[config.mk]
export PLATFORM = sky130hd
export DESIGN_NAME = flpc_regs
export DESIGN_NICKNAME = d
export VERILOG_FILES = /design/src/include/flpc_pkg.sv /design/src/core/flpc_regs.sv
export SDC_FILE = /design/constraint.sdc
export NUM_CORES = 1
export LEC_CHECK = 0
export BUFFER_PORTS_ARGS = -buffer_cell sky130_fd_sc_hd__buf_2
export CORE_MARGIN = 2
export CORE_UTILIZATION = 55
export CTS_CLUSTER_DIAMETER = 80
export DETAILED_ROUTE_END_ITERATION = 6
export PLACE_DENSITY = 0.76
export RECOVER_POWER = 100
export SYNTH_ARGS = -nofsm -noshare
export SYNTH_HDL_FRONTEND = slang
export SYNTH_SLANG_ARGS = --single-unit
[constraint.sdc]
create_clock -name pclk -period 3.5 [get_ports pclk]
set_clock_uncertainty 0.2 [all_clocks]
set_input_delay 0.7 -clock pclk [delete_from_list [all_inputs] [get_ports pclk]]
set_output_delay 0.7 -clock pclk [all_outputs]
set_load 0.005 [all_outputs]
[src/include/flpc_pkg.sv]
// Package with the register map, field layout and timing of the FIFO/power block.
package flpc_pkg;

    // ==========================================================
    // Register offsets
    localparam logic [7:0] OFF_RX_SKIP = 8'h78;
    localparam logic [7:0] OFF_RX_LEVEL = 8'h7C;
    localparam logic [7:0] OFF_TX_LEVEL = 8'h80;
    localparam logic [7:0] OFF_PM_CTRL = 8'h84;
    localparam logic [7:0] OFF_WAKE_WRITE = 8'h64;

    // ==========================================================
    // Field positions
    localparam int BIT_RX_SKIP = 31;
    localparam int BIT_PS_LO = 12;
    localparam int BIT_PHY_RESET = 10;
    localparam int BIT_FRAME_EN = 9;
    localparam int BIT_ENERGY_EN = 8;
    localparam int BIT_WAKE_PULSE = 3;
    localparam int BIT_WAKE_OUT_EN = 1;
    localparam int BIT_READY = 0;

    // ==========================================================
    // Reset values
    localparam logic [15:0] TX_FREE_RESET = 16'h1200;
    localparam logic [7:0] STS_USED_RESET = 8'h00;
    localparam logic [15:0] RX_USED_RESET = 16'h0000;

    // ==========================================================
    // Timing
    localparam int CLK_MHZ = 100;
    localparam int PHY_RESET_US = 100;
    localparam int PHY_RESET_CYC = PHY_RESET_US * CLK_MHZ;
    localparam int WAKE_PULSE_MS = 50;
    localparam int WAKE_PULSE_CYC = WAKE_PULSE_MS * 1000 * CLK_MHZ;
    localparam int SKIP_CYC = 4;

    // ==========================================================
    // Power states
    typedef enum logic [1:0] {
        PS_NORMAL = 2'b00,
        PS_WAKE_FRAME = 2'b01,
        PS_ENERGY = 2'b10,
        PS_RESERVED = 2'b11
    } flpc_pstate_t;

    // Events from the MAC/FIFO side, one-cycle pulses.
    typedef struct packed {
        logic rx_frame_push;
        logic [15:0] rx_frame_len;
        logic rx_status_push;
        logic rx_status_pop;
        logic rx_data_pop;
        logic tx_data_push;
        logic tx_data_pop;
        logic tx_status_push;
        logic tx_status_pop;
        logic wake_frame_event;
        logic energy_event;
    } flpc_fifo_ev_t;

endpackage

[src/core/flpc_regs.sv]
// FIFO level and power management control registers on APB.
`timescale 1ns/1ns
module flpc_regs
    import flpc_pkg::*;
#(
    parameter int PHY_RESET_CYCLES = PHY_RESET_CYC,
    parameter int WAKE_PULSE_CYCLES = WAKE_PULSE_CYC
) (
    // Clock and reset
    input wire logic pclk,
    input wire logic presetn,
    // APB slave
    input wire logic psel,
    input wire logic penable,
    input wire logic pwrite,
    input wire logic [7:0] paddr,
    input wire logic [31:0] pwdata,
    output logic [31:0] prdata,
    output logic pready,
    output logic pslverr,
    // FIFO and wake events
    input wire flpc_fifo_ev_t fifo_ev,
    // Receive skip handshake
    output logic rx_skip_to_next_frame,
    // Power and PHY
    output logic [1:0] power_state_select,
    output logic phy_reset,
    output logic wake_interrupt,
    output logic wake_out
);

    // ==========================================================
    // Bus decode
    logic acc;
    logic wr;
    logic rd;
    logic read_seen_q;
    logic [1:0] ps_q;
    logic wake_wr;
    logic ready;
    logic wr_ok;

    assign acc = psel && penable;
    assign wr = acc && pwrite;
    assign rd = acc && !pwrite;
    assign pready = 1'b1;
    assign ready = (ps_q == 2'b00);
    assign wake_wr = wr && (paddr == OFF_WAKE_WRITE);
    // Writes other than the wake write count only after a read, and only while ready.
    assign wr_ok = wr && read_seen_q && ready;
    assign pslverr = acc && !(paddr == OFF_RX_SKIP ||
        paddr == OFF_RX_LEVEL || paddr == OFF_TX_LEVEL ||
        paddr == OFF_PM_CTRL || paddr == OFF_WAKE_WRITE);

    always_ff @(posedge pclk or negedge presetn) begin
        if (!presetn) begin
            read_seen_q <= 1'b0;
        end else if (wake_wr && !ready) begin
            read_seen_q <= 1'b0;
        end else if (rd) begin
            read_seen_q <= 1'b1;
        end
    end

    // ==========================================================
    // Receive skip
    logic [2:0] skip_cnt_q;
    logic skip_q;

    always_ff @(posedge pclk or negedge presetn) begin
        if (!presetn) begin
            skip_q <= 1'b0;
            skip_cnt_q <= 3'h0;
        end else if (skip_q) begin
            skip_cnt_q <= skip_cnt_q + 3'h1;
            if (skip_cnt_q == 3'(SKIP_CYC - 1)) begin
                skip_q <= 1'b0;
            end
        end else if (wr_ok && paddr == OFF_RX_SKIP &&
                pwdata[BIT_RX_SKIP]) begin
            skip_q <= 1'b1;
            skip_cnt_q <= 3'h0;
        end
    end
    assign rx_skip_to_next_frame = skip_q;

    // ==========================================================
    // FIFO levels
    logic [7:0] rx_sts_q;
    logic [15:0] rx_data_q;
    logic [7:0] tx_sts_q;
    logic [15:0] tx_free_q;
    logic [15:0] rx_len_up;

    assign rx_len_up = (fifo_ev.rx_frame_len + 16'h0003) & 16'hFFFC;

    always_ff @(posedge pclk or negedge presetn) begin
        if (!presetn) begin
            rx_sts_q <= STS_USED_RESET;
            tx_sts_q <= STS_USED_RESET;
        end else begin
            rx_sts_q <= rx_sts_q + 8'(fifo_ev.rx_status_push)
                - 8'(fifo_ev.rx_status_pop);
            tx_sts_q <= tx_sts_q + 8'(fifo_ev.tx_status_push)
                - 8'(fifo_ev.tx_status_pop);
        end
    end

    always_ff @(posedge pclk or negedge presetn) begin
        if (!presetn) begin
            rx_data_q <= RX_USED_RESET;
            tx_free_q <= TX_FREE_RESET;
        end else begin
            // Data pops move one dword at a time.
            rx_data_q <= rx_data_q
                + (fifo_ev.rx_frame_push ? rx_len_up : 16'h0000)
                - (fifo_ev.rx_data_pop ? 16'h0004 : 16'h0000);
            tx_free_q <= tx_free_q
                - (fifo_ev.tx_data_push ? 16'h0004 : 16'h0000)
                + (fifo_ev.tx_data_pop ? 16'h0004 : 16'h0000);
        end
    end

    // ==========================================================
    // Power management control
    logic wake_frame_enable_q;
    logic energy_detect_enable_q;
    logic pulse_mode_q;
    logic out_en_q;
    logic pm_wr;

    assign pm_wr = wr_ok && paddr == OFF_PM_CTRL;

    always_ff @(posedge pclk or negedge presetn) begin
        if (!presetn) begin
            ps_q <= 2'b00;
        end else if (wake_wr && !ready) begin
            ps_q <= 2'b00;
        end else if (pm_wr &&
                pwdata[BIT_PS_LO+1:BIT_PS_LO] != PS_RESERVED) begin
            ps_q <= pwdata[BIT_PS_LO+1:BIT_PS_LO];
        end
    end
    assign power_state_select = ps_q;

    always_ff @(posedge pclk or negedge presetn) begin
        if (!presetn) begin
            wake_frame_enable_q <= 1'b0;
            energy_detect_enable_q <= 1'b0;
            pulse_mode_q <= 1'b0;
            out_en_q <= 1'b0;
        end else if (pm_wr) begin
            wake_frame_enable_q <= pwdata[BIT_FRAME_EN];
            energy_detect_enable_q <= pwdata[BIT_ENERGY_EN];
            pulse_mode_q <= pwdata[BIT_WAKE_PULSE];
            out_en_q <= pwdata[BIT_WAKE_OUT_EN];
        end
    end

    // ==========================================================
    // PHY reset timer
    logic phy_reset_request_q;
    logic [31:0] phy_cnt_q;

    always_ff @(posedge pclk or negedge presetn) begin
        if (!presetn) begin
            phy_reset_request_q <= 1'b0;
            phy_cnt_q <= 32'h0;
        end else if (phy_reset_request_q) begin
            phy_cnt_q <= phy_cnt_q + 32'h1;
            if (phy_cnt_q == 32'(PHY_RESET_CYCLES - 1)) begin
                phy_reset_request_q <= 1'b0;
            end
        end else if (pm_wr && pwdata[BIT_PHY_RESET]) begin
            // While high, writes never reach this branch.
            phy_reset_request_q <= 1'b1;
            phy_cnt_q <= 32'h0;
        end
    end
    assign phy_reset = phy_reset_request_q;

    // ==========================================================
    // Wake indication
    logic wake_ev;
    logic int_q;
    logic pin_q;
    logic [31:0] pulse_cnt_q;

    assign wake_ev = (wake_frame_enable_q && fifo_ev.wake_frame_event) ||
        (energy_detect_enable_q && fifo_ev.energy_event);

    always_ff @(posedge pclk or negedge presetn) begin
        if (!presetn) begin
            int_q <= 1'b0;
        end else if (wake_ev) begin
            int_q <= 1'b1;
        end else if (!wake_frame_enable_q && !energy_detect_enable_q) begin
            int_q <= 1'b0;
        end
    end
    assign wake_interrupt = int_q;

    always_ff @(posedge pclk or negedge presetn) begin
        if (!presetn) begin
            pin_q <= 1'b0;
            pulse_cnt_q <= 32'h0;
        end else if (wake_ev && out_en_q) begin
            pin_q <= 1'b1;
            pulse_cnt_q <= 32'h0;
        end else if (!out_en_q) begin
            pin_q <= 1'b0;
        end else if (pin_q && pulse_mode_q) begin
            pulse_cnt_q <= pulse_cnt_q + 32'h1;
            if (pulse_cnt_q == 32'(WAKE_PULSE_CYCLES - 1)) begin
                pin_q <= 1'b0;
            end
        end
    end
    assign wake_out = pin_q;

    // ==========================================================
    // Read data, registered on the setup cycle of a read.
    logic [31:0] rdata_d;
    logic [31:0] rdata_q;

    always_comb begin
        rdata_d = 32'h0;
        unique case (paddr)
            OFF_RX_SKIP: rdata_d[BIT_RX_SKIP] = skip_q;
            OFF_RX_LEVEL: rdata_d = {8'h00, rx_sts_q, rx_data_q};
            OFF_TX_LEVEL: rdata_d = {8'h00, tx_sts_q, tx_free_q};
            OFF_PM_CTRL: begin
                // Readable whatever the power state.
                rdata_d[BIT_PS_LO+1:BIT_PS_LO] = ps_q;
                rdata_d[BIT_PHY_RESET] = phy_reset_request_q;
                rdata_d[BIT_FRAME_EN] = wake_frame_enable_q;
                rdata_d[BIT_ENERGY_EN] = energy_detect_enable_q;
                rdata_d[BIT_WAKE_PULSE] = pulse_mode_q;
                rdata_d[BIT_WAKE_OUT_EN] = out_en_q;
                rdata_d[BIT_READY] = ready;
            end
            default: rdata_d = 32'h0;
        endcase
    end

    always_ff @(posedge pclk or negedge presetn) begin
        if (!presetn) begin
            rdata_q <= 32'h0;
        end else if (psel && !penable && !pwrite) begin
            rdata_q <= rdata_d;
        end
    end
    assign prdata = rdata_q;

    // ==========================================================
    // Checks
    AST_SKIP_LEN: assert property (@(posedge pclk) disable iff (!presetn)
        $rose(skip_q) |-> skip_q [*4] ##1 !skip_q)
        else $error("skip bit length wrong");
    AST_SKIP_START: assert property (@(posedge pclk) disable iff (!presetn)
        (wr_ok && paddr == OFF_RX_SKIP && pwdata[BIT_RX_SKIP] && !skip_q)
        |=> skip_q)
        else $error("skip did not start");
    AST_NOREAD_WR: assert property (@(posedge pclk) disable iff (!presetn)
        (wr && !read_seen_q && paddr == OFF_PM_CTRL) |=> $stable(wake_frame_enable_q))
        else $error("write taken before read");
    AST_PHY_HOLD: assert property (@(posedge pclk) disable iff (!presetn)
        $rose(phy_reset_request_q) |-> phy_reset_request_q [*8])
        else $error("phy reset too short");
    AST_PHY_IGN: assert property (@(posedge pclk) disable iff (!presetn)
        (phy_reset_request_q && pm_wr) |=> phy_cnt_q == $past(phy_cnt_q) + 32'h1)
        else $error("phy reset restarted");
    AST_WAKE_INT: assert property (@(posedge pclk) disable iff (!presetn)
        wake_ev |=> int_q)
        else $error("interrupt missed");
    AST_ED_PIN: assert property (@(posedge pclk) disable iff (!presetn)
        (energy_detect_enable_q && fifo_ev.energy_event && out_en_q) |=> pin_q)
        else $error("pin missed energy event");
    AST_PIN_GATE: assert property (@(posedge pclk) disable iff (!presetn)
        !out_en_q |=> !pin_q)
        else $error("pin active while disabled");
    AST_WAKE_RDY: assert property (@(posedge pclk) disable iff (!presetn)
        (wake_wr && !ready) |=> ready)
        else $error("wake write ignored");
    AST_RX_LVL: assert property (@(posedge pclk) disable iff (!presetn)
        (fifo_ev.rx_frame_push && !fifo_ev.rx_data_pop) |=>
        rx_data_q == $past(rx_data_q) +
        {$past(fifo_ev.rx_frame_len[15:2]) +
        14'(|$past(fifo_ev.rx_frame_len[1:0])), 2'b00})
        else $error("rx level wrong");

endmodule

; Word-level counts from Yosys, hierarchy flattened
; Index checks and enable logic that the tools add are counted.
[classes]
n_mul = 0
shift = 0
addsub = 12
magnitude_cmp = 0
n_bitwise = 0
div_mod_pow = 0
eq_ne = 11
reduce_logical = 41
mux = 36
[ops]
columns = op, n
row1 = 32-bit 2-to-1 mux, 5
row2 = 32-bit by 1-bit adder with 32-bit output (second input constant), 2
row3 = 32-bit by 14-bit equality test with 1-bit output (second input constant), 1
row4 = 32-bit by 23-bit equality test with 1-bit output (second input constant), 1
row5 = 16-bit by 3-bit subtractor with 16-bit output, 2
row6 = 8-bit by 7-bit equality test with 1-bit output (second input constant), 3
row7 = 1-bit logical AND, 20
row8 = 10-bit one-hot mux with 2 select lines, 1
row9 = 16-bit adder, 1
row10 = 16-bit by 2-bit adder with 16-bit output (second input constant), 1
row11 = 16-bit by 3-bit adder with 16-bit output, 1
row12 = 8-bit by 1-bit adder with 8-bit output, 2
row13 = 8-bit equality test (second input constant), 2
row14 = 16-bit 2-to-1 mux, 1
row15 = 8-bit by 1-bit subtractor with 8-bit output, 2
row16 = 1-bit 2-to-1 mux, 15
row17 = 3-bit 2-to-1 mux, 5
row18 = 2-bit nonzero test, 7
row19 = 2-bit one-hot mux with 3 select lines, 2
row20 = 3-bit one-hot mux with 3 select lines, 1
row21 = 4-bit one-hot mux with 2 select lines, 1
row22 = 1-bit zero test, 6
row23 = 3-bit by 1-bit inequality test with 1-bit output (second input constant), 2
row24 = 1-bit logical OR, 5
row25 = 8 further kinds, 11
[word_totals]
regBits = 158
input_bits = 71
output_inout_bits = 40
ram_bits = 0
latch_bits = 0
romBits = 0
elab_cells = 118
mem_count = 0

; Logic depth before layout (Yosys ltp)
; Gate-level depths: netlist of the first run.
[logic_depth]
depth_word = 8
mapped_depth = 14
ltp_nobuf = 14

; Worst setup path after synthesis of the first run
; No wires, ideal clock.
[synth_timing]
path_type = input -> register
start = input fifo_ev[10] in the netlist's numbering
end = register rx_data_q[13]
path_stages = 14
n_path_buf = 0
path_slack_ns = -0.313
setup_ns = 0.069
t_required_ns = 3.231
arrival_ns = 3.544
cell_sequence = o2111ai_1 -> nor3_2 -> nand2_1 -> xnor2_1 -> nand2_1 -> ha_1 -> inv_1 -> ha_1 -> a21oi_1 -> inv_1 -> o311a_1 -> o31a_1 -> or4b_1 -> nand3_1
[synth_between]
elab_chain_len = 4
[synth_lines]
columns = element, line_no
row1 = from (decl), flpc_regs.sv:22  ; input wire flpc_fifo_ev_t fifo_ev,
row2 = 16-bit by 2-bit adder with 16-bit output, flpc_regs.sv:95  ; assign rx_len_up = (fifo_ev.rx_frame_len + 16'h0003) & 16'hFFFC;
row3 = 16-bit 2-to-1 mux, flpc_regs.sv:116  ; + (fifo_ev.rx_frame_push ? rx_len_up : 16'h0000)
row4 = 16-bit adder, flpc_regs.sv:116
row5 = 16-bit by 3-bit subtractor with 16-bit output, flpc_regs.sv:117  ; - (fifo_ev.rx_data_pop ? 16'h0004 : 16'h0000);
row6 = to (signal assigned), flpc_regs.sv:115  ; rx_data_q <= rx_data_q
row7 = to (decl), flpc_regs.sv:90  ; logic [15:0] rx_data_q;
; No other way between the ends.
; A chain may end at the register's enable or synchronous reset.

; Worst setup path in the final report of the first run
; Same ends and word-level chain as after synthesis.

==> reports/metrics.cfg, run 1 <==
[drt]
dr.pass1.iters=5
drcViolationCount=0
viasPerCell=5.43
drtIter0Drc=427
routedWlPerCell_um=14.7
postRouteAntennaNets=0
vias=7058
wl_um=19100

[synthesis]
synthCells=966
synthDistinctLibCells=62
synth_most_common_cell=dfrtp_1
synth_ff_type=dfrtp_1
synthTopCellsByCount=dfrtp_1 (145), nor2_1 (116), inv_1 (104)
synth_area_leader_cell=dfrtp_1
syn_area_um2=8840
synth_edf_count=0
netlist_top_cells_area=dfrtp_1 (41%), ha_1 (8.2%), xnor2_1 (5.7%), nor2_1 (4.9%), inv_1 (4.4%)
ys_ff_latch=147
ys_seq_area_frac=0.416
synth_area_per_cell_um2=9.15
ys.warnings.count=0
synthArstFlopShare=1.00
synth_top_area_share=0.410

[timing]
worst_pin_slew_ns=1.82
hold_violations=0
setup_viol=0
fin_ws_ns=0.245
max_freq_mhz=307
rsz0062_at_grt=false
finalWorstPathRequiredPeriod_ns=3.25
drv_slew=83
fin_crit_sh=0.930
slew_headroom=-0.211

[cells_and_area]
fill_cells=1352
drive_above_1_share=0.122
finalNonFillerCells=1301
fin_nets=1207
syn2layout_area_growth_pct=15.7
n_antenna_cell=0
postLayoutCellArea_um2=10200

[place]
post-dp-hpwl_um=13800
dpl_cell_area_um2=9700
routabilityCongestion=0.834
place.port_buffers=78
dp_slack_ns=-0.231
dp.cells=1269

[global_routing]
grt_util_all_layers=0.235
grt_max_degree=76
grt_pass1_wl_um=31500
antenna_found_initial=0
grt_pass1_vias=6858
grt-ovfl-total=0

[floorplan]
initial_utilization=0.559
ioPinCount=111
dieHeight_um=131
die-area_um2=17100
fp-row-count=46
core_um2=15800
die_w_um=131

[clock_network]
cts_tree=built
cts_sinks=147
htree_levels=4
cts-root-buf=clkbuf_16
cts_resized=0
postCtsSetupBuffers=0
cts_hold_buffers=0
numCtsBuffers=17
cts.reportedPaths.clkPinSlew_ns=0.07
clockBufferDepth=2
clock_latency_ns=0.43

[power]
finalPower_w=0.00853
peakVddDrop_uv=439
p_leak_nw=4.90
p_per_area_nw_per_um2=833

[flow_run]
cap_violations=2

[run_status]
violations=capacitance limit, slew limit
outcome=finished with violations

[critical_path]
critical_path_required_ns=3.67
crit_fanout=3
cp.arrival_ns=3.42
end_kind=register
cp-start-kind=primary input
path_class=in -> reg

[min_path]
hold_path.class=reg -> reg

[cells in the final DEF, fill, tap and decap left out, types with 5 or more instances in the layout]
master / netlist / layout
bufinv_16: 0 / 5
o21ai_0: 35 / 36
buf_2: 2 / 53
clkbuf_16: 0 / 17
ha_1: 58 / 57
nor4_1: 12 / 12
inv_1: 104 / 103
nand4_1: 25 / 25
and3_1: 11 / 11
xor2_1: 28 / 28
fa_1: 6 / 6
nor2b_1: 9 / 9
o211ai_1: 9 / 9
o21a_1: 5 / 5
nand2_1: 80 / 80
and4_1: 6 / 6
clkbuf_1: 21 / 32
nor3_1: 14 / 14
buf_4: 8 / 25
o31ai_1: 8 / 8
dfrtp_1: 145 / 145
conb_1: 2 / 8
a22o_1: 10 / 10
nor2_1: 116 / 116
or3_1: 8 / 8
nand2b_1: 7 / 7
a21oi_1: 39 / 38
xnor2_1: 58 / 58
nand3_1: 46 / 46
clkinv_4: 0 / 8
mux2i_1: 12 / 12
a21o_1: 11 / 11
a221oi_1: 16 / 16
[kinds of logic after synthesis]
group                    count (synthesis)  synth area share
flip-flops                             147             0.416
multiplexers                            14            0.0161
AO/OA/AOI/OAI                          161             0.126
adder cells (fa/ha/maj)                 64            0.0956
buffers and inverters                  135            0.0610
other                                    2          0.000849
AND/OR/NAND/NOR                        357             0.199
XOR/XNOR                                86            0.0852
[per-layer routing]
layer  vias to the layer above  routed length (um)  track usage
li1                       3541                   -            -
met1                      3384                8690        0.295
met2                       107                9540        0.414
met3                        26                 537       0.0395
met4                         0                 349       0.0782
met5                         -                   0            0
[worst max-delay path, stage by stage]
cell and delay (ns):
buf_2 0.12, o2111ai_4 0.16, nor3_4 0.25, nand2_1 0.09, xnor2_1 0.13, nand2_1 0.07
ha_1 0.29, inv_2 0.05, ha_4 0.24, a21oi_2 0.13, inv_1 0.07, o311a_1 0.30
o31a_1 0.26, or4b_1 0.47, nand3_1 0.10
[registers in the layout, indices dropped and copies added, names as in the netlist, 2 cells and up]
register            count
power_state_select      2
tx_free_q              14
rx_data_q              14
tx_sts_q                8
rx_sts_q                8
skip_cnt_q              3
pulse_cnt_q            32
prdata                 25
phy_cnt_q              32
[report_power, final]
group,total (W),switching [W],internal [W]
combinational,0.00406,0.00212,0.00194
sequential,0.00244,0.000304,0.00213
clock,0.00204,0.000743,0.00129
total,0.00853,0.00316,0.00537
[worst paths after layout]
path	startpoint	end	slack, ns	depth (start not counted)
max reg2reg	wake_frame_enable_q	pulse_cnt_q[29]	0.32	6
max	fifo_ev[10]	rx_data_q[13]	0.25	15
min reg2reg	prdata[31]	prdata[31]	0.27	2
min in group asynchronous	presetn	pulse_cnt_q[29]	0.56	1
max in group asynchronous	presetn	rx_data_q[10]	0.56	2
min	prdata[31]	prdata[31]	0.27	2
[cell type report]
cell class	instances	area (um^2)	area share
Timing Repair Buffer	112	583	0.0570
Clock inverter	14	229	0.0224
Sequential cell	147	3680	0.360
Clock buffer	18	439	0.0429
Multi-Input combinational cell	690	4640	0.454
Inverter	104	390	0.0381
Tap cell	216	270	0.0264
[metrics by stage]
| step | TNS [ns] | util | hold slack, ns |
|---|---|---|---|
| floorplan | -0.0991 | - | 0.204 |
| global placement | -0.191 | 0.613 | 0.252 |
| detailed placement | -0.344 | 0.613 | 0.259 |
| CTS | 0 | 0.655 | 0.115 |
| global route | 0 | 0.647 | 0.284 |
| finish | 0 | 0.647 | 0.268 |
No activity file was read; power rests on OpenSTA's default activity.
==> run 2, diff against run 1 <==
--- a/config.mk
+++ b/config.mk
@@ -5,12 +5,12 @@
 export SDC_FILE = /design/constraint.sdc
 export NUM_CORES = 1
 export LEC_CHECK = 0
-export BUFFER_PORTS_ARGS = -buffer_cell sky130_fd_sc_hd__buf_2
 export CORE_MARGIN = 2
 export CORE_UTILIZATION = 55
 export CTS_CLUSTER_DIAMETER = 80
 export DETAILED_ROUTE_END_ITERATION = 6
-export PLACE_DENSITY = 0.76
+export DONT_BUFFER_PORTS = 1
+export PLACE_DENSITY = 0.7
 export RECOVER_POWER = 100
 export SYNTH_ARGS = -nofsm -noshare
 export SYNTH_HDL_FRONTEND = slang
==> reports/metrics.cfg, run 2 (same netlist as run 1, synthesis figures left out) <==
[global_routing]
grt-ovfl-total=0  ; unchanged
antenna_found_initial=0  ; unchanged
grt_pass1_vias=6334  ; was 6858
grt_max_degree=148  ; was 76
grt_pass1_wl_um=29700  ; was 31500 um
grt_util_all_layers=0.220  ; was 0.235

[critical_path]
max_stage_delay_ns=0.47  ; about the same
crit_path_end=rx_data_q[13]  ; unchanged
reg2reg_setup_slack_ns=0.67  ; was 0.32 ns
path_class=in -> reg  ; unchanged
end_kind=register  ; unchanged
critical_path_required_ns=3.65  ; was 3.67 ns
path_buf_inv=2  ; was 3
cpMaxStageDelayCell=or4b_1  ; unchanged
cp.depth=14  ; was 15
crit_fanout=3  ; unchanged
r2r_cells=10  ; was 6
regToRegEndpoint=tx_free_q[12]  ; was pulse_cnt_q[29]
cp-start-kind=primary input  ; unchanged
cp-startpoint=fifo_ev[10]  ; unchanged
cp_cell_sequence=o2111ai_4 -> nor3_4 -> nand2_1 -> xnor2_1 -> nand2_1 -> ha_1 -> inv_2 -> ha_4 -> a21oi_2 -> inv_1 -> o311a_1 -> o31a_1 -> or4b_1 -> nand3_1  ; was buf_2 -> o2111ai_4 -> nor3_4 -> nand2_1 -> xnor2_1 -> nand2_1 -> ha_1 -> inv_2 -> ha_4 -> a21oi_2 -> inv_1 -> o311a_1 -> o31a_1 -> or4b_1 -> nand3_1
r2r-start=tx_free_q[2]  ; was wake_frame_enable_q
cp_top_family=simple AND/OR/NAND/NOR gates  ; unchanged
cp.arrival_ns=3.25  ; was 3.42 ns
path_common_cell=nand2_1  ; unchanged

[floorplan]
dieHeight_um=131  ; unchanged
core_um2=15800  ; unchanged
fp-row-count=46  ; unchanged
die-area_um2=17100  ; unchanged
die_w_um=131  ; unchanged
initial_utilization=0.559  ; unchanged
ioPinCount=111  ; unchanged

[drt]
route.met3.wl_um=722  ; was 537 um
drtIter0Drc=449  ; was 427
top_layer=met4  ; unchanged
wl_met1_um=8380  ; was 8690 um
drcViolationCount=0  ; unchanged
postRouteAntennaNets=0  ; unchanged
viasPerCell=5.46  ; was 5.43
dr_wl_met2_um=8440  ; was 9540 um
wl_um=17800  ; was 19100 um
routedWlPerCell_um=14.7  ; about the same
vias=6627  ; was 7058
dr.pass1.iters=4  ; was 5

[power]
seq_power_share=0.298  ; was 0.286
switching_share=0.364  ; was 0.371
p_int_w=0.00521  ; was 0.00537 W
power_frac_clock=0.234  ; was 0.239
netSwitchingPower_w=0.00298  ; was 0.00316 W
comb_power_share=0.468  ; was 0.476
p_leak_nw=4.58  ; was 4.90 nW
peakVddDrop_uv=454  ; was 439 uV
p_per_area_nw_per_um2=835  ; was 833 nW/um^2

[cells_and_area]
utilization=0.619  ; was 0.647
drive_above_1_share=0.0722  ; was 0.122
postLayoutCellArea_um2=9800  ; was 10200 um^2
layout.cells.most_common=dfrtp_1  ; unchanged
most-common-layout-cells=dfrtp_1 (145), nor2_1 (116), inv_1 (103)  ; unchanged
fin_nets=1119  ; was 1207
fill_cells=1365  ; was 1352
n_antenna_cell=0  ; unchanged
syn2layout_area_growth_pct=10.9  ; was 15.7%

[timing]
hold_slack_ns=-0.228  ; was 0.268 ns
slew_headroom=0.0943  ; was -0.211
rsz0062_at_grt=false  ; unchanged
max_freq_mhz=323  ; was 307 MHz
fin_crit_sh=0.884  ; was 0.930
setup_viol=0  ; unchanged
finalWorstPathRequiredPeriod_ns=3.09  ; was 3.25 ns
worst_pin_slew_ns=1.36  ; was 1.82 ns
hold_violations=145  ; was 0
drv_slew=0  ; was 83

[clock_network]
cts_sinks=147  ; unchanged
htree_levels=4  ; unchanged
cts.reportedPaths.clkPinSlew_ns=0.06  ; was 0.07 ns
cts_tree=built  ; unchanged
postCtsSetupBuffers=0  ; unchanged
clock_latency_ns=0.42  ; was 0.43 ns
numCtsBuffers=17  ; unchanged
clockBufferDepth=2  ; unchanged
cts-root-buf=clkbuf_16  ; unchanged
cts_resized=0  ; unchanged

[place]
place.port_buffers=0  ; was 78
routabilityCongestion=0.843  ; was 0.834
dpl_cell_area_um2=9210  ; was 9700 um^2
post-dp-hpwl_um=12900  ; was 13800 um

[run_status]
outcome=finished with violations  ; unchanged
violations=hold timing  ; was capacitance limit, slew limit

[min_path]
hold_path.class=in -> async  ; was reg -> reg

[flow_run]
cap_violations=0  ; was 2

==> run 2: changes by cell type in the layout (fill, tap and decap cells not counted), moves of 2 or more <==
cell        delta
buf_2         -53
clkbuf_1      -26
buf_4          -7
clkinv_4       -7
clkinvlp_4     +5
clkinv_2       +4
a2111oi_4      +2
clkbuf_2       -2
==> run 2: through the flow <==
step	setup TNS, ns	hold WS [ns]	power, W	setup slack, ns	instances
floorplan	-0.0991	0.204	0.00548	-0.0991	972
global placement	-0.0363	0.208	0.00620	-0.0363	1181
detailed placement	-0.0352	0.209	0.00630	-0.0352	1181
CTS	0	-0.242	0.00826	0.400	1213
global route	0	-0.245	0.00891	0.192	1213
finish	0	-0.228	0.00819	0.406	1213
==> run 2: how the worst min path moves through the flow <==
stage,endpoint,cells after the start,slack [ns]
floorplan,energy_detect_enable_q,0,0.20
global placement,pulse_cnt_q[11],0,0.21
detailed placement,pulse_cnt_q[11],0,0.21
CTS,prdata[2],0,-0.24
global route,phy_cnt_q[13],0,-0.25
finish,pulse_cnt_q[8],0,-0.23
==> run 2: power by group through the flow <==
stage | Combinational [W] | Clock, W | Sequential, W
detailed placement | 0.00383 | 0 | 0.00247
floorplan | 0.00311 | 0 | 0.00237
global placement | 0.00374 | 0 | 0.00246
CTS | 0.00388 | 0.00195 | 0.00244
global route | 0.00440 | 0.00202 | 0.00249
finish | 0.00383 | 0.00191 | 0.00244
==> run 2: worst reg2reg max path: stages (launching register included) <==
cell and delay, ns:
dfrtp_1 0.35, inv_1 0.05, fa_1 0.51, inv_1 0.08
fa_1 0.43, a21o_1 0.19, a21oi_1 0.21, o2111ai_1 0.17
a31o_2 0.26, a21oi_1 0.17, xnor2_1 0.14
==> run 2: cell type report <==
cell class | count | area (um^2) | share of cell area
inverters | 104 | 390 | 0.0398
flip-flops and latches | 147 | 3680 | 0.375
multi-input cells | 690 | 4680 | 0.477
clock buffers | 18 | 439 | 0.0448
well taps | 216 | 270 | 0.0276
clock inverters | 14 | 186 | 0.0190
repair buffers | 24 | 158 | 0.0161
==> run 2: per-layer routing <==
layer | vias to the layer above | global-route usage
met4 | 0 | 0.0688
li1 | 3358 | -
met2 | 92 | 0.361
met1 | 3156 | 0.292
met3 | 21 | 0.0513
met5 | - | 0
==> run 3, diff against run 2 <==
--- a/config.mk
+++ b/config.mk
@@ -5,13 +5,16 @@
 export SDC_FILE = /design/constraint.sdc
 export NUM_CORES = 1
 export LEC_CHECK = 0
+export ABC_AREA = 1
 export CORE_MARGIN = 2
 export CORE_UTILIZATION = 55
 export CTS_CLUSTER_DIAMETER = 80
 export DETAILED_ROUTE_END_ITERATION = 6
 export DONT_BUFFER_PORTS = 1
+export GPL_ROUTABILITY_DRIVEN = 0
 export PLACE_DENSITY = 0.7
 export RECOVER_POWER = 100
+export SKIP_CTS_REPAIR_TIMING = 1
 export SYNTH_ARGS = -nofsm -noshare
 export SYNTH_HDL_FRONTEND = slang
 export SYNTH_SLANG_ARGS = --single-unit
==> reports/metrics.cfg, run 3 <==
[power]
p_leak_nw=5.50  ; was 4.58 nW
netSwitchingPower_w=0.00307  ; was 0.00298 W
switching_share=0.396  ; was 0.364
p_per_area_nw_per_um2=722  ; was 835 nW/um^2
power_frac_clock=0.251  ; was 0.234
comb_power_share=0.463  ; was 0.468
seq_power_share=0.286  ; was 0.298
p_int_w=0.00468  ; was 0.00521 W
peakVddDrop_uv=488  ; was 454 uV

[run_status]
violations=hold timing  ; unchanged
outcome=finished with violations  ; unchanged

[timing]
finalWorstPathRequiredPeriod_ns=3.09  ; about the same
hold_slack_ns=-0.242  ; was -0.228 ns
drv_slew=0  ; unchanged
hold_violations=145  ; unchanged
setup_viol=0  ; unchanged
setup_tns_ns=0  ; unchanged
max_freq_mhz=324  ; was 323 MHz
fin_crit_sh=0.882  ; was 0.884
slew_headroom=0.0390  ; was 0.0943
worst_pin_slew_ns=1.44  ; was 1.36 ns
rsz0062_at_grt=false  ; unchanged

[global_routing]
grt_max_degree=148  ; unchanged
grt_util_all_layers=0.263  ; was 0.220
grt_pass1_wl_um=41500  ; was 29700 um
antenna_found_initial=1  ; was 0
grt-ovfl-total=0  ; unchanged
grt_pass1_vias=8651  ; was 6334

[clock_network]
htree_levels=4  ; unchanged
clock_latency_ns=0.43  ; was 0.42 ns
clockBufferDepth=2  ; unchanged
cts_sinks=147  ; unchanged
cts-root-buf=clkbuf_16  ; unchanged
cts_tree=built  ; unchanged
numCtsBuffers=17  ; unchanged
cts.reportedPaths.clkPinSlew_ns=0.06  ; about the same

[synthesis]
synth_top_area_share=0.362  ; was 0.410
synth_edf_count=0  ; unchanged
ys.warnings.count=0  ; unchanged
synth_most_common_cell=nand2_1  ; was dfrtp_1
synth_area_leader_cell=dfrtp_1  ; unchanged
ys_ff_latch=147  ; unchanged
synth_area_per_cell_um2=7.25  ; was 9.15 um^2
synthDistinctLibCells=49  ; was 62
syn_area_um2=10000  ; was 8840 um^2
synthArstFlopShare=1.00  ; unchanged
netlist_top_cells_area=dfrtp_1 (36%), nand2_1 (13%), inv_1 (7.8%), ha_1 (7.2%), nand3_1 (5.3%)  ; was dfrtp_1 (41%), ha_1 (8.2%), xnor2_1 (5.7%), nor2_1 (4.9%), inv_1 (4.4%)
ys_seq_area_frac=0.368  ; was 0.416
synthCells=1380  ; was 966
synthTopCellsByCount=nand2_1 (359), inv_1 (209), dfrtp_1 (145)  ; was dfrtp_1 (145), nor2_1 (116), inv_1 (104)
synth_ff_type=dfrtp_1  ; unchanged

[critical_path]
path_class=in -> reg  ; unchanged
reg2reg_setup_slack_ns=0.44  ; was 0.67 ns
cpMaxStageDelayCell=nand2_1  ; was or4b_1
critical_path_required_ns=3.58  ; was 3.65 ns
r2r-start=power_state_select[0]  ; was tx_free_q[2]
path_common_cell=nand2_1  ; unchanged
end_kind=register  ; unchanged
r2r_cells=8  ; was 10
cp.arrival_ns=3.16  ; was 3.25 ns
cp-start-kind=primary input  ; unchanged
regToRegEndpoint=phy_cnt_q[7]  ; was tx_free_q[12]
crit_fanout=19  ; was 3
max_stage_delay_ns=0.67  ; was 0.47 ns
cp_top_family=simple AND/OR/NAND/NOR gates  ; unchanged
path_buf_inv=1  ; was 2
cp_cell_sequence=nor2_1 -> nand3_2 -> nor2_1 -> nand2_1 -> clkinvlp_2 -> nand2_1 -> nand2_1 -> o21ai_0  ; was o2111ai_4 -> nor3_4 -> nand2_1 -> xnor2_1 -> nand2_1 -> ha_1 -> inv_2 -> ha_4 -> a21oi_2 -> inv_1 -> o311a_1 -> o31a_1 -> or4b_1 -> nand3_1

[cells_and_area]
drive_above_1_share=0.0395  ; was 0.0722
area.sequential_um2=3680  ; unchanged
syn2layout_area_growth_pct=7.24  ; was 10.9%
layout.cells.most_common=nand2_1  ; was dfrtp_1
multi_input_area_um2=5310  ; was 4680 um^2
fill_cells=1674  ; was 1365
fin_nets=1516  ; was 1119
finalNonFillerCells=1623  ; was 1213
most-common-layout-cells=nand2_1 (362), inv_1 (210), dfrtp_1 (145)  ; was dfrtp_1 (145), nor2_1 (116), inv_1 (103)

[floorplan]
ioPinCount=111  ; unchanged
fp-row-count=49  ; was 46
die-area_um2=19300  ; was 17100 um^2
core_um2=17900  ; was 15800 um^2
dieHeight_um=139  ; was 131 um
initial_utilization=0.559  ; about the same
die_w_um=139  ; was 131 um

[drt]
routedWlPerCell_um=15.3  ; was 14.7 um
viasPerCell=5.48  ; was 5.46
vias=8893  ; was 6627
dr.pass1.iters=5  ; was 4
drtIter0Drc=665  ; was 449
wl_um=24800  ; was 17800 um
drcViolationCount=0  ; unchanged
postRouteAntennaNets=0  ; unchanged

[min_path]
hold_path.class=in -> async  ; unchanged

[place]
post-dp-hpwl_um=18200  ; was 12900 um
place.port_buffers=0  ; unchanged
dp.cells=1591  ; was 1181

[flow_run]
cap_violations=0  ; unchanged

-- run 3: cell types whose count changed after synthesis, moves of 12 or more --
cell      previous run  this run
nand2_1             80       359
inv_1              104       209
nand3_1             46       106
xnor2_1             58        15
o21ai_0             35        73
nand4_1             25        46
nor3_1              14        33
o22ai_1              0        18
a221oi_1            16         0
a21oi_1             39        54
mux2i_1             12         0
-- run 3: kinds of logic after synthesis --
| family | share of synthesized area |
|---|---|
| xor gates and xnor gates | 0.0376 |
| and+or+nand+nor | 0.308 |
| adders and majority gates | 0.0845 |
| DFF | 0.368 |
| other | 0.000750 |
| buffers and inverters | 0.0975 |
| AOI/OAI and AO/OA | 0.104 |
-- run 3: per-layer routing --
layer	share of wire	wire length [um]	GRT usage	vias to the layer above
li1	-	-	-	4477
met1	0.44	11000	0.345	4150
met2	0.48	12000	0.447	227
met3	0.049	1200	0.0425	39
met4	0.024	589	0.0877	0
met5	0	0	0	-
-- run 3: per-stage QoR --
step / instance area [um^2] / utilization / power (W) / setup slack, ns / hold WS (ns)
after floorplan: 10000 / - / 0.00510 / 0.401 / 0.204
after global placement: 10200 / 0.570 / 0.00570 / 0.133 / 0.211
after detailed placement: 10200 / 0.570 / 0.00576 / 0.107 / 0.212
after CTS: 10800 / 0.604 / 0.00778 / 0.543 / -0.237
after global routing: 10700 / 0.600 / 0.00839 / 0.144 / -0.244
final: 10700 / 0.600 / 0.00775 / 0.415 / -0.242
-- run 3: worst max-delay path by stage --
stage          slack [ns]  cells past startpoint         from            end
2_1_floorplan        0.40                     16  fifo_ev[10]  rx_data_q[15]
3_3_place_gp         0.13                     19  fifo_ev[15]  rx_data_q[15]
3_5_place_dp         0.11                     15  fifo_ev[10]  rx_data_q[15]
4_1_cts              0.54                     16  fifo_ev[10]  rx_data_q[15]
5_1_grt              0.14                      8     paddr[5]   phy_cnt_q[7]
6_report             0.41                      8     paddr[5]   phy_cnt_q[7]
-- run 3: area by class of cell --
cell class              count  share of cell area
inverters                 214              0.0749
multi-input cells         995               0.495
repair buffers              6             0.00315
diodes                      1            0.000233
well taps                 229              0.0267
flip-flops and latches    147               0.343
clock inverters            11              0.0168
clock buffers              20              0.0407
-- run 3: power by group through the flow --
stage | clock network (W) | logic, W | registers, W
3_5_place_dp | 0 | 0.00352 | 0.00224
6_report | 0.00195 | 0.00359 | 0.00222
4_1_cts | 0.00197 | 0.00360 | 0.00221
2_1_floorplan | 0 | 0.00290 | 0.00220
3_3_place_gp | 0 | 0.00346 | 0.00223
5_1_grt | 0.00204 | 0.00411 | 0.00224
